`src/ppc_map.svh`:
```
// register offsets, field positions, reset values and timing counts for port power control
`ifndef PPC_MAP_SVH
`define PPC_MAP_SVH

`define PPC_PWR_CTRL_OFFSET 8'h1c
`define PPC_LINE_STATUS_OFFSET 8'h1d
`define PPC_BIT_QUICK_SWAP 7
`define PPC_BIT_MON_DIS_N 6
`define PPC_BIT_ALARM_DIS 5
`define PPC_BIT_AUTO_DISCH 4
`define PPC_BIT_BLEED 3
`define PPC_BIT_FORCE_DISCH 2
`define PPC_BIT_SUPPLY_LEVEL 1
`define PPC_BIT_SUPPLY_EN 0
`define PPC_PWR_CTRL_RESET 8'h60
`define PPC_PWR_CTRL_WMASK 8'h77
`define PPC_LINE_STATUS_RESET 8'h00
`define PPC_LINE_OPEN 2'h0
`define PPC_ROLE_OPEN 2'h3
`define PPC_CLK_MHZ 250
`define PPC_DEBOUNCE_US 375
`define PPC_UPDATE_US 50
`define PPC_DEBOUNCE_CYCLES (`PPC_DEBOUNCE_US * `PPC_CLK_MHZ)
`define PPC_UPDATE_CYCLES (`PPC_UPDATE_US * `PPC_CLK_MHZ)

`endif

```
`src/ppc_pkg.sv`:
```
// types shared by the port power control block
package ppc_pkg;
    typedef enum logic [1:0] {
        DIS_IDLE,
        DIS_STOP_SRC,
        DIS_DISCHARGE
    } ppc_dis_state_type;
    typedef logic [1:0] ppc_line_type;
endpackage : ppc_pkg

```
`src/ppc_sync.sv`:
```
// two flop synchroniser for a bus of pin levels
`timescale 1ns/10ps
`default_nettype none
module ppc_sync #(
    parameter int WIDTH = 4
) (
    input wire logic ref_clk_i, // system clock
    input wire logic reset_i, // synchronous reset
    input wire logic ce_i, // clock enable
    input wire logic [WIDTH-1:0] async_i, // pin levels
    output logic [WIDTH-1:0] sync_o // synchronised levels
);
    logic [WIDTH-1:0] meta_ff; // first stage, read only by second stage

    // two stage capture of outside levels
    always_ff @(posedge ref_clk_i) begin
        if (reset_i) begin
            meta_ff <= '0;
            sync_o <= '0;
        end else if (ce_i) begin
            meta_ff <= async_i;
            sync_o <= meta_ff;
        end
    end
endmodule : ppc_sync
`default_nettype wire

```
`src/ppc_debounce.sv`:
```
// debounce filter for one two bit line state
`timescale 1ns/10ps
`include "ppc_map.svh"
`default_nettype none
module ppc_debounce #(
    parameter int DEBOUNCE_CYCLES = `PPC_DEBOUNCE_CYCLES
) (
    input wire logic ref_clk_i, // system clock
    input wire logic reset_i, // synchronous reset
    input wire logic ce_i, // clock enable
    input wire logic [1:0] raw_i, // synchronised raw state
    output logic [1:0] stable_o, // debounced state
    output logic change_o // pulse when stable state changes
);
    logic [1:0] cand_ff; // candidate value being timed
    logic [16:0] cnt_ff; // stability counter

    // hold the candidate until it has been steady long enough
    always_ff @(posedge ref_clk_i) begin
        if (reset_i) begin
            cand_ff <= `PPC_LINE_OPEN;
            cnt_ff <= '0;
            stable_o <= `PPC_LINE_OPEN;
            change_o <= 1'b0;
        end else if (ce_i) begin
            change_o <= 1'b0;
            if (raw_i != cand_ff) begin
                cand_ff <= raw_i;
                cnt_ff <= '0;
            end else if (cnt_ff < 17'(DEBOUNCE_CYCLES - 1)) begin
                cnt_ff <= cnt_ff + 17'h1;
            end else if (stable_o != cand_ff) begin
                stable_o <= cand_ff;
                change_o <= 1'b1;
            end
        end
    end
endmodule : ppc_debounce
`default_nettype wire

```
`src/ppc_port_power.sv`:
```
// power control register, line status register and discharge sequencing
`timescale 1ns/10ps
`include "ppc_map.svh"
`default_nettype none
module ppc_port_power (
    input wire logic ref_clk_i, // 250 MHz system clock
    input wire logic reset_i, // synchronous reset, active high
    input wire logic ce_i, // clock enable, freezes state when low
    input wire logic reg_wr_i, // register write strobe, one cycle
    input wire logic reg_rd_i, // register read strobe, one cycle
    input wire logic [7:0] reg_addr_i, // register offset
    input wire logic [7:0] reg_wdata_i, // write data
    output logic [7:0] reg_rdata_o, // read data, valid cycle after read
    output logic reg_rvalid_o, // read data valid pulse
    input wire logic [1:0] line_one_raw_i, // pin state of config line one
    input wire logic [1:0] line_two_raw_i, // pin state of config line two
    input wire logic plug_orientation_i, // orientation, 0 line one active
    input wire logic [1:0] role_line_one_i, // role setting line one
    input wire logic [1:0] role_line_two_i, // role setting line two
    input wire logic shield_short_protection_i, // shield protection active
    input wire logic fault_action_a_i, // fault action A in force
    output logic bus_monitor_on_o, // adc monitoring of bus enabled
    output logic voltage_alarm_on_o, // voltage alarm reporting enabled
    output logic bus_source_on_o, // permission to source bus voltage
    output logic bus_discharge_o, // bus discharge switch on
    output logic connector_supply_on_o, // connector supply switch on
    output logic line_one_supply_o, // supply routed to line one
    output logic status_change_o // pulse, a debounced line state changed while reporting is on
);
    ////////////////////////////////////////////////////////////////////////
    // pin synchronisation and debounce

    logic [5:0] pins_sync; // synchronised pin levels
    logic [1:0] deb_one; // debounced line one
    logic [1:0] deb_two; // debounced line two
    logic chg_one; // line one changed
    logic chg_two; // line two changed

    // raw lines, orientation and shield come from outside the clock domain
    ppc_sync #(.WIDTH(6)) u_sync (
        .ref_clk_i(ref_clk_i),
        .reset_i(reset_i),
        .ce_i(ce_i),
        .async_i({shield_short_protection_i, plug_orientation_i,
                  line_two_raw_i, line_one_raw_i}),
        .sync_o(pins_sync)
    );

    logic shield_s; // synchronised shield state
    logic orient_s; // synchronised orientation
    assign shield_s = pins_sync[5];
    assign orient_s = pins_sync[4];

    // one debounce filter per line
    ppc_debounce u_deb_one (
        .ref_clk_i(ref_clk_i),
        .reset_i(reset_i),
        .ce_i(ce_i),
        .raw_i(pins_sync[1:0]),
        .stable_o(deb_one),
        .change_o(chg_one)
    );
    ppc_debounce u_deb_two (
        .ref_clk_i(ref_clk_i),
        .reset_i(reset_i),
        .ce_i(ce_i),
        .raw_i(pins_sync[3:2]),
        .stable_o(deb_two),
        .change_o(chg_two)
    );

    ////////////////////////////////////////////////////////////////////////
    // power control register

    logic [7:0] pwr_ctrl_ff; // stored power control bits
    logic [7:0] pend_data_ff; // write held during fault action A
    logic pend_ff; // a held write is waiting
    logic [7:0] nxt_pwr_ctrl; // next power control value
    logic wr_ctrl; // write aimed at power control

    // merge a host write, keeping unsupported bits at zero
    function automatic logic [7:0] ppc_merge(input logic [7:0] wd);
        ppc_merge = wd & `PPC_PWR_CTRL_WMASK;
    endfunction : ppc_merge

    assign wr_ctrl = reg_wr_i && (reg_addr_i == `PPC_PWR_CTRL_OFFSET);

    // hold writes that arrive while fault action A is in force
    always_ff @(posedge ref_clk_i) begin
        if (reset_i) begin
            pend_ff <= 1'b0;
            pend_data_ff <= `PPC_PWR_CTRL_RESET;
        end else if (ce_i) begin
            if (wr_ctrl && fault_action_a_i) begin
                pend_ff <= 1'b1;
                pend_data_ff <= reg_wdata_i;
            end else if (!fault_action_a_i) begin
                pend_ff <= 1'b0;
            end
        end
    end

    // next value: pending or live write, then shield clear
    always_comb begin
        nxt_pwr_ctrl = pwr_ctrl_ff;
        if (!fault_action_a_i) begin
            if (wr_ctrl) begin
                nxt_pwr_ctrl = ppc_merge(reg_wdata_i);
            end else if (pend_ff) begin
                nxt_pwr_ctrl = ppc_merge(pend_data_ff);
            end
        end
        if (shield_s) begin
            nxt_pwr_ctrl[`PPC_BIT_SUPPLY_EN] = 1'b0;
        end
    end

    // only shield protection clears the supply enable by itself
    always_ff @(posedge ref_clk_i) begin
        if (reset_i) begin
            pwr_ctrl_ff <= `PPC_PWR_CTRL_RESET;
        end else if (ce_i) begin
            pwr_ctrl_ff <= nxt_pwr_ctrl;
        end
    end

    ////////////////////////////////////////////////////////////////////////
    // line status register

    logic [7:0] line_status_ff; // reported line status
    logic [7:0] nxt_line_status; // next reported status
    logic report_off; // both roles open
    ppc_pkg::ppc_line_type eff_one; // line one after supply override
    ppc_pkg::ppc_line_type eff_two; // line two after supply override

    assign report_off = (role_line_one_i == `PPC_ROLE_OPEN)
                     && (role_line_two_i == `PPC_ROLE_OPEN);

    // the line carrying supply reads open
    always_comb begin
        eff_one = deb_one;
        eff_two = deb_two;
        if (pwr_ctrl_ff[`PPC_BIT_SUPPLY_EN]) begin
            if (orient_s) begin
                eff_one = `PPC_LINE_OPEN;
            end else begin
                eff_two = `PPC_LINE_OPEN;
            end
        end
        nxt_line_status = {4'h0, eff_two, eff_one};
        if (report_off) begin
            nxt_line_status = `PPC_LINE_STATUS_RESET;
        end
    end

    // device owned register, refreshed every cycle, well inside the limit
    always_ff @(posedge ref_clk_i) begin
        if (reset_i) begin
            line_status_ff <= `PPC_LINE_STATUS_RESET;
            status_change_o <= 1'b0;
        end else if (ce_i) begin
            line_status_ff <= nxt_line_status;
            // alert side sees only real line changes, not reporting off
            status_change_o <= (chg_one || chg_two) && !report_off;
        end
    end

    ////////////////////////////////////////////////////////////////////////
    // detach detection and discharge sequence

    ppc_pkg::ppc_dis_state_type dis_state_ff; // discharge sequence state
    logic detach; // active line reads open

    // host must set orientation before the enable
    assign detach = orient_s ? (deb_two == `PPC_LINE_OPEN)
                             : (deb_one == `PPC_LINE_OPEN);

    // stop sourcing first, then discharge
    always_ff @(posedge ref_clk_i) begin
        if (reset_i) begin
            dis_state_ff <= ppc_pkg::DIS_IDLE;
        end else if (ce_i) begin
            case (dis_state_ff)
                ppc_pkg::DIS_IDLE: begin
                    if (pwr_ctrl_ff[`PPC_BIT_AUTO_DISCH] && detach) begin
                        dis_state_ff <= ppc_pkg::DIS_STOP_SRC;
                    end
                end
                ppc_pkg::DIS_STOP_SRC: begin
                    dis_state_ff <= ppc_pkg::DIS_DISCHARGE;
                end
                ppc_pkg::DIS_DISCHARGE: begin
                    if (!detach || !pwr_ctrl_ff[`PPC_BIT_AUTO_DISCH]) begin
                        dis_state_ff <= ppc_pkg::DIS_IDLE;
                    end
                end
                default: begin
                    dis_state_ff <= ppc_pkg::DIS_IDLE;
                end
            endcase
        end
    end

    ////////////////////////////////////////////////////////////////////////
    // outputs and read port

    // registered drive of the power path; supply level bit feeds nothing
    always_ff @(posedge ref_clk_i) begin
        if (reset_i) begin
            bus_monitor_on_o <= 1'b0;
            voltage_alarm_on_o <= 1'b0;
            bus_source_on_o <= 1'b1;
            bus_discharge_o <= 1'b0;
            connector_supply_on_o <= 1'b0;
            line_one_supply_o <= 1'b0;
        end else if (ce_i) begin
            bus_monitor_on_o <= !pwr_ctrl_ff[`PPC_BIT_MON_DIS_N];
            voltage_alarm_on_o <= !pwr_ctrl_ff[`PPC_BIT_ALARM_DIS];
            bus_source_on_o <= (dis_state_ff == ppc_pkg::DIS_IDLE);
            bus_discharge_o <= pwr_ctrl_ff[`PPC_BIT_FORCE_DISCH]
                            || (dis_state_ff == ppc_pkg::DIS_DISCHARGE);
            connector_supply_on_o <= pwr_ctrl_ff[`PPC_BIT_SUPPLY_EN];
            line_one_supply_o <= orient_s;
        end
    end

    // read answer one cycle after the strobe, unmapped reads zero
    always_ff @(posedge ref_clk_i) begin
        if (reset_i) begin
            reg_rdata_o <= 8'h00;
            reg_rvalid_o <= 1'b0;
        end else if (ce_i) begin
            reg_rvalid_o <= reg_rd_i;
            if (reg_rd_i) begin
                case (reg_addr_i)
                    `PPC_PWR_CTRL_OFFSET: reg_rdata_o <= pwr_ctrl_ff;
                    `PPC_LINE_STATUS_OFFSET: reg_rdata_o <= line_status_ff;
                    default: reg_rdata_o <= 8'h00;
                endcase
            end
        end
    end
endmodule : ppc_port_power
`default_nettype wire

```
`config.mk`:
```
export PLATFORM = sky130hd
export DESIGN_NAME = ppc_port_power
export DESIGN_NICKNAME = d
export VERILOG_FILES = /design/src/ppc_pkg.sv /design/src/ppc_sync.sv /design/src/ppc_debounce.sv /design/src/ppc_port_power.sv
export VERILOG_INCLUDE_DIRS = /design/src /design/src/src
export SDC_FILE = /design/constraint.sdc
export NUM_CORES = 1
export LEC_CHECK = 0
export ABC_AREA = 1
export BUFFER_PORTS_ARGS = -buffer_cell sky130_fd_sc_hd__buf_2
export CAP_MARGIN = 25
export CORE_UTILIZATION = 54
export CTS_CLUSTER_DIAMETER = 50
export DETAILED_ROUTE_END_ITERATION = 8
export PLACE_DENSITY = 0.82
export SLEW_MARGIN = 20
export SYNTH_ARGS = -nofsm -noshare
export SYNTH_HDL_FRONTEND = slang
export SYNTH_HIERARCHICAL = 1
export SYNTH_SLANG_ARGS = --single-unit
```
`constraint.sdc`:
```
create_clock -name ref_clk_i -period 1.5 [get_ports ref_clk_i]
set_clock_uncertainty 0.1 [all_clocks]
set_input_delay 0 -clock ref_clk_i [delete_from_list [all_inputs] [get_ports ref_clk_i]]
set_output_delay 0 -clock ref_clk_i [all_outputs]
set_load 0.01 [all_outputs]
```
# [After elaboration in Yosys (flattened, before gate mapping)]
# Cells that the tools add are included.
[classes] addsub=2 order_cmp=2 eq_ne=14 muxes=26 bitwise=5 reduce_logical=32
[ops] op="$mux W17" count=4
[ops] op="$add A17 B1 Y17 const B" count=2
[ops] op="$lt A17 B17 Y1 const B" count=2
[ops] op="$eq A8 B5 Y1 const B" count=2
[ops] op="$mux W8" count=2
[ops] op="$pmux W8 S2" count=1
[ops] op="$reduce_and A2 Y1" count=7
[ops] op="$mux W2" count=6
[ops] op="$mux W1" count=11
[ops] op="$reduce_and A3 Y1" count=3
[ops] op="$ne A2 B2 Y1" count=4
[ops] op="$reduce_and A4 Y1" count=2
[ops] op="$eq A2 B2 Y1 const B" count=3
[ops] op="$logic_not A2 Y1" count=3
[ops] op="$pmux W2 S3" count=1
[ops] op="$reduce_bool A2 Y1" count=3
[ops] op="$logic_and A1 B1 Y1" count=5
[ops] op="$logic_not A1 Y1" count=5
[ops] op="$not A1 Y1" count=5
[ops] op="$mux W4" count=1
[ops] op="$ne A2 B1 Y1 const B" count=2
[ops] op="$ne A2 B2 Y1 const B" count=2
[ops] op="$logic_or A1 B1 Y1" count=3
[ops] op="$reduce_bool A3 Y1" count=1
[ops] op="$eq A2 B1 Y1 const B" count=1
[totals] ff_bits=98 inputBits=32 elab_cells=106

# [Longest topological paths before layout]
[depth] word_depth=6 mapped_depth=11

# [By module]
# The synthesis kept the hierarchy.
[by_module_without_submodules] module="ppc_debounce" instances=2 cells_per_inst=243 area_each_um2=1470.2 seq_area_each_um2=440.4
[by_module_without_submodules] module="ppc_port_power" instances=1 cells_per_inst=229 area_each_um2=1602.8 seq_area_each_um2=680.7
[by_module_without_submodules] module="ppc_sync" instances=1 cells_per_inst=76 area_each_um2=496.7 seq_area_each_um2=240.2

# [Least setup slack after synthesis]
# Ideal clock, no wire load.
[synth_path] kind="reg2reg" from="register u_deb_one.cnt_ff[1]" to="register u_deb_one.cnt_ff[14]" setup_ns=0.069 t_arrival_ns=1.294 required_time_ns=1.331 slack_ns=0.037 path_stages_with_launch=9 n_path_buf=0 path_cell_list="dfxtp_1 > ha_1 > nand2_1 > nor2_2 > nand2_1 > nor2_1 > a21o_1 > nand3_1 > o21ai_1"
[synth_between] elab_chain_len=3 word_cells_on_any_way=6
[synth_lines] item="from (decl)" line_no="ppc_debounce.sv:16" source="logic [16:0] cnt_ff;"
[synth_lines] item="from (signal assigned)" line_no="ppc_debounce.sv:31" source="cnt_ff <= cnt_ff + 17'h1;"
[synth_lines] item="$add A17 B1 Y17 / $lt A17 B17 Y1 (equally long branches)" line_no="ppc_debounce.sv:31, ppc_debounce.sv:30"
[synth_lines] item="$mux W17 / $reduce_bool A2 Y1 (equally long branches)"
[synth_lines] item="$mux W17 / $reduce_and A2 Y1 (equally long branches)"
# Several ways; a longest one is shown, not always the timed one. The select of a mux whose other input is x is not followed.
# A chain may end at the register's enable or synchronous reset.

# [Final worst setup path]
[layout_path] from="register u_sync.sync_o[2]" to="register u_deb_two.cnt_ff[4]"
[layout_between] elab_chain_len=3 word_cells_on_any_way=4
[layout_lines] item="from (decl)" line_no="ppc_sync.sv:11" source="output logic [WIDTH-1:0] sync_o"
[layout_lines] item="from (signal assigned)" line_no="ppc_sync.sv:22" source="sync_o <= meta_ff;"
[layout_lines] item="$ne A2 B2 Y1 (*)" line_no="ppc_debounce.sv:27" source="if (raw_i != cand_ff) begin"
[layout_lines] item="$reduce_bool A2 Y1 (no source line)"
[layout_lines] item="$reduce_and A2 Y1 (no source line)"
[layout_lines] item="to (signal assigned)" line_no="ppc_debounce.sv:31"
[layout_lines] item="to (decl)" line_no="ppc_debounce.sv:16"
# Mark *: on every way between the ends. The rest lies on a longest branch, timed or not.

==> metrics.json <==
{
  "worst_setup_path_end_kind": {"value": "flop"},
  "maxCapViolCount": {"value": 0},
  "synth_area_leader_cell": {"value": "dfxtp_1"},
  "yosys.area.top_type_share": {"value": 35.7, "unit": "%"},
  "final.min_clock_period": {"value": 1690, "unit": "ps"},
  "dp.cells": {"value": 998},
  "cp_required": {"value": 1710, "unit": "ps"},
  "route.detailed.drc": {"value": 0},
  "clock_path_buffers": {"value": 2},
  "cts_num_sinks": {"value": 90},
  "die_width": {"value": 98.6, "unit": "µm"},
  "cts_htree_levels": {"value": 3},
  "io_pins": {"value": 48},
  "total_power": {"value": 5.17, "unit": "mW"},
  "global_route.overflow_total": {"value": 0},
  "synth_area": {"value": 0.00504, "unit": "mm²"},
  "worst_path_max_delay_cell": {"value": "dfxtp_2"},
  "timing.critical_path.fanout_max": {"value": 4},
  "vias": {"value": 5848},
  "timing.critical_path.arrival": {"value": 1890, "unit": "ps"},
  "postRouteAntennaNets": {"value": 0},
  "rsz_0062_raised_after_global_routing": {"value": "yes"},
  "routed_via_density": {"value": 5.56},
  "total_leakage_power": {"value": 3.30, "unit": "nW"},
  "power_density": {"value": 753, "unit": "mW/mm²"},
  "critical_path.startpoint_type": {"value": "flop"},
  "worst_path_largest_cell_delay": {"value": 340, "unit": "ps"},
  "cts_tree": {"value": "built"},
  "outcome": {"value": "finished with violations"},
  "die_h": {"value": 98.6, "unit": "µm"},
  "drive_above_1_share": {"value": 33.1, "unit": "%"},
  "peakVddDrop": {"value": 624, "unit": "µV"},
  "dpl.hpwl": {"value": 9.48, "unit": "mm"},
  "slew_violations": {"value": 0},
  "antenna_cells": {"value": 0},
  "clk_pin_slew_worst_paths": {"value": 100, "unit": "ps"},
  "worst_pin_slew": {"value": 621, "unit": "ps"},
  "yosysSeqAreaShare": {"value": 35.7, "unit": "%"},
  "drt-initial-drc-count": {"value": 469},
  "start_util": {"value": 56.7, "unit": "%"},
  "fmaxAchievable": {"value": 593, "unit": "MHz"},
  "worst_path_most_repeated_cell": {"value": "buf_4"},
  "fp.dieArea": {"value": 0.00972, "unit": "mm²"},
  "numPortBuffers": {"value": 44},
  "setup_viol": {"value": 37},
  "finalSetupTns": {"value": -3410, "unit": "ps"},
  "headroom_to_the_max_slew_limit": {"value": 58.5, "unit": "%"},
  "timing.final.crit_share": {"value": 112, "unit": "%"},
  "fin_ws": {"value": -186, "unit": "ps"},
  "min_path_type": {"value": "in2reg"},
  "number_of_global_route_vias_before_repair": {"value": 5453},
  "postSynthAreaPerCell": {"value": 6.37, "unit": "µm²"},
  "avgRoutedWirePerCell": {"value": 15.4, "unit": "µm"},
  "grt_pass1_wl": {"value": 24.1, "unit": "mm"},
  "final_util": {"value": 77.2, "unit": "%"},
  "cells_taking_the_most_area_after_synthesis": {"value": "dfxtp_1 (36%), nand2_1 (18%), nor2_1 (9.0%)"},
  "routed_wl": {"value": 16.2, "unit": "mm"},
  "netlist_instances": {"value": 791},
  "insertion_delay": {"value": 380, "unit": "ps"},
  "stdcell_count": {"value": 1052},
  "crit_path_cell_trace": {"value": "xnor2_2 -> nand2_2 -> buf_4 -> buf_4 -> nor3b_1 -> nor2_2 -> nor2_1"},
  "post-place-ws": {"value": -109, "unit": "ps"},
  "core_area": {"value": 0.00889, "unit": "mm²"},
  "number_of_antenna_violations_at_the_first_check_in_global_routing": {"value": 0},
  "gp_congestion": {"value": 0.927},
  "row_count": {"value": 34},
  "yosys_warnings": {"value": 6},
  "overall_track_demand_over_capacity_in_global_routing": {"value": 30.4, "unit": "%"},
  "syn2layout_area_growth": {"value": 36.1, "unit": "%"},
  "synthDistinctLibCells": {"value": 37},
  "setup.worst_path.class": {"value": "reg2reg"},
  "postSynthRegisterBits": {"value": 90},
  "failed_checks": {"value": "negative setup slack"},
  "first_pass_iters": {"value": 6},
  "timing.final.hold_violations": {"value": 0},
  "worstPathBufferInverterCount": {"value": 2},
  "critPathTopFamily": {"value": "simple AND/OR/NAND/NOR gates"},
  "grt_max_degree": {"value": 22},
  "final_nets": {"value": 973},
  "numCtsBuffers": {"value": 9},
  "syn_nets": {"value": 825},
  "cts.root.buffer_cell": {"value": "clkbuf_8"}
}
Yosys cell counts:
cell type	number
inv_2	11
o21ai_0	11
clkbuf_1	8
a22oi_1	1
nand3b_1	6
ha_1	2
a21oi_1	41
nand3_1	65
nor2_4	5
nand4_1	13
or2_1	2
nor2_8	2
nand3_4	3
nand3_2	2
xor2_1	5
conb_1	1
buf_6	2
nor2_2	10
clkinv_1	1
buf_1	2
o211ai_1	1
nor2_1	121
nand2_4	3
o21a_1	1
nand2_2	9
buf_2	8
buf_8	2
nor3_1	5
buf_4	1
a21o_1	2
o21ai_1	23
a21boi_1	1
nand2_1	237
xnor2_1	8
inv_1	82
nor3b_1	4
dfxtp_1	90
metrics by stage:
step | hold WS [ps] | instance area (µm²)
floorplan | 13.2 | 5040
global placement | 114 | 5870
detailed placement | 135 | 5870
CTS | 10.3 | 6570
global route | 34.4 | 6860
finish | 9.68 | 6860
routing by layer:
metal  routed length [µm]  up-vias  share of wire, %  track usage [%]
li1                     -     2769                 -                -
met1                 6300     2691                39             34.9
met2                 8160      313                50             55.9
met3                 1090       75               6.8             5.25
met4                  634        0               3.9             12.6
met5                    0        -                 0                0
timing repair:
action / in CTS / in global routing
cloned: 1 / 1
buffers inserted: 8 / 5
hold buffers: 23 / 0
endpoints found under the hold margin: 29 / 0
endpoints found under the setup margin: 37 / 62
resized for setup: 65 / 79
pin swaps: 22 / 22
where the power goes:
group / switching (mW) / internal (mW) / total (mW)
Sequential: 0.0485 / 2.44 / 2.49
Combinational: 0.443 / 0.330 / 0.772
Clock: 0.947 / 0.954 / 1.90
state kept, by name (all words and copies together), names as in the netlist, 2 cells and up:
signal	flops
dis_state_ff	2
line_status_ff	4
pend_data_ff	6
pwr_ctrl_ff	6
reg_rdata_o	7
u_deb_one/cand_ff	2
u_deb_one/cnt_ff	17
u_deb_one/stable_o	2
u_deb_two/cand_ff	2
u_deb_two/cnt_ff	17
u_deb_two/stable_o	2
u_sync/meta_ff	6
u_sync/sync_o	6
worst min-delay path, cell delays in order:
cell,delay [ps]
buf_2,100
inv_2,40
nand2_2,100
nor2_8,60
nand3_1,80
a21oi_1,60
final timing paths:
kind | start | to | slack, ps | cells past startpoint
min | reg_addr_i[6] | reg_rdata_o[3] | 10 | 6
max reg2reg | u_sync/sync_o[2] | u_deb_two/cnt_ff[4] | -190 | 7
max | u_sync/sync_o[2] | u_deb_two/cnt_ff[4] | -190 | 7
min reg2reg | reg_rvalid_o | reg_rvalid_o | 370 | 2
cell type report:
cell class / instances / area, µm²
inverters: 94 / 353
fillers: 571 / 2030
clock inverters: 7 / 100
repair buffers: 158 / 1190
flip-flops and latches: 90 / 1850
well taps: 108 / 135
clock buffers: 9 / 124
multi-input cells: 586 / 3120
cells in the final DEF, fill, tap and decap left out, drive strengths merged:
cell | synthesis | final
a21oi | 41 | 41
nand3b | 6 | 6
a21o | 2 | 2
clkbuf | 8 | 10
nor3b | 4 | 4
a22oi | 1 | 1
o211ai | 1 | 1
nor3 | 5 | 5
xnor2 | 8 | 8
dfxtp | 90 | 90
conb | 1 | 1
buf | 15 | 134
inv | 93 | 95
a21boi | 1 | 1
o21a | 1 | 1
nand3 | 70 | 70
o21ai | 34 | 34
clkinv | 1 | 4
dlygate4sd3 | 0 | 23
ha | 2 | 2
xor2 | 5 | 5
bufinv | 0 | 2
nor2 | 138 | 138
or2 | 2 | 2
nand4 | 13 | 13
nand2 | 249 | 251
kinds of logic (layout without fill, tap and decap cells):
group | after synthesis | count (layout) | synth area share (%)
adders and majority gates | 2 | 2 | 0.496
buffers and inverters | 117 | 268 | 9.73
and+or+nand+nor | 487 | 489 | 43.3
DFF | 90 | 90 | 35.7
xor gates and xnor gates | 13 | 13 | 2.26
other | 1 | 1 | 0.0744
AOI/OAI and AO/OA | 81 | 81 | 8.34
(Power assumes the default switching activity.)
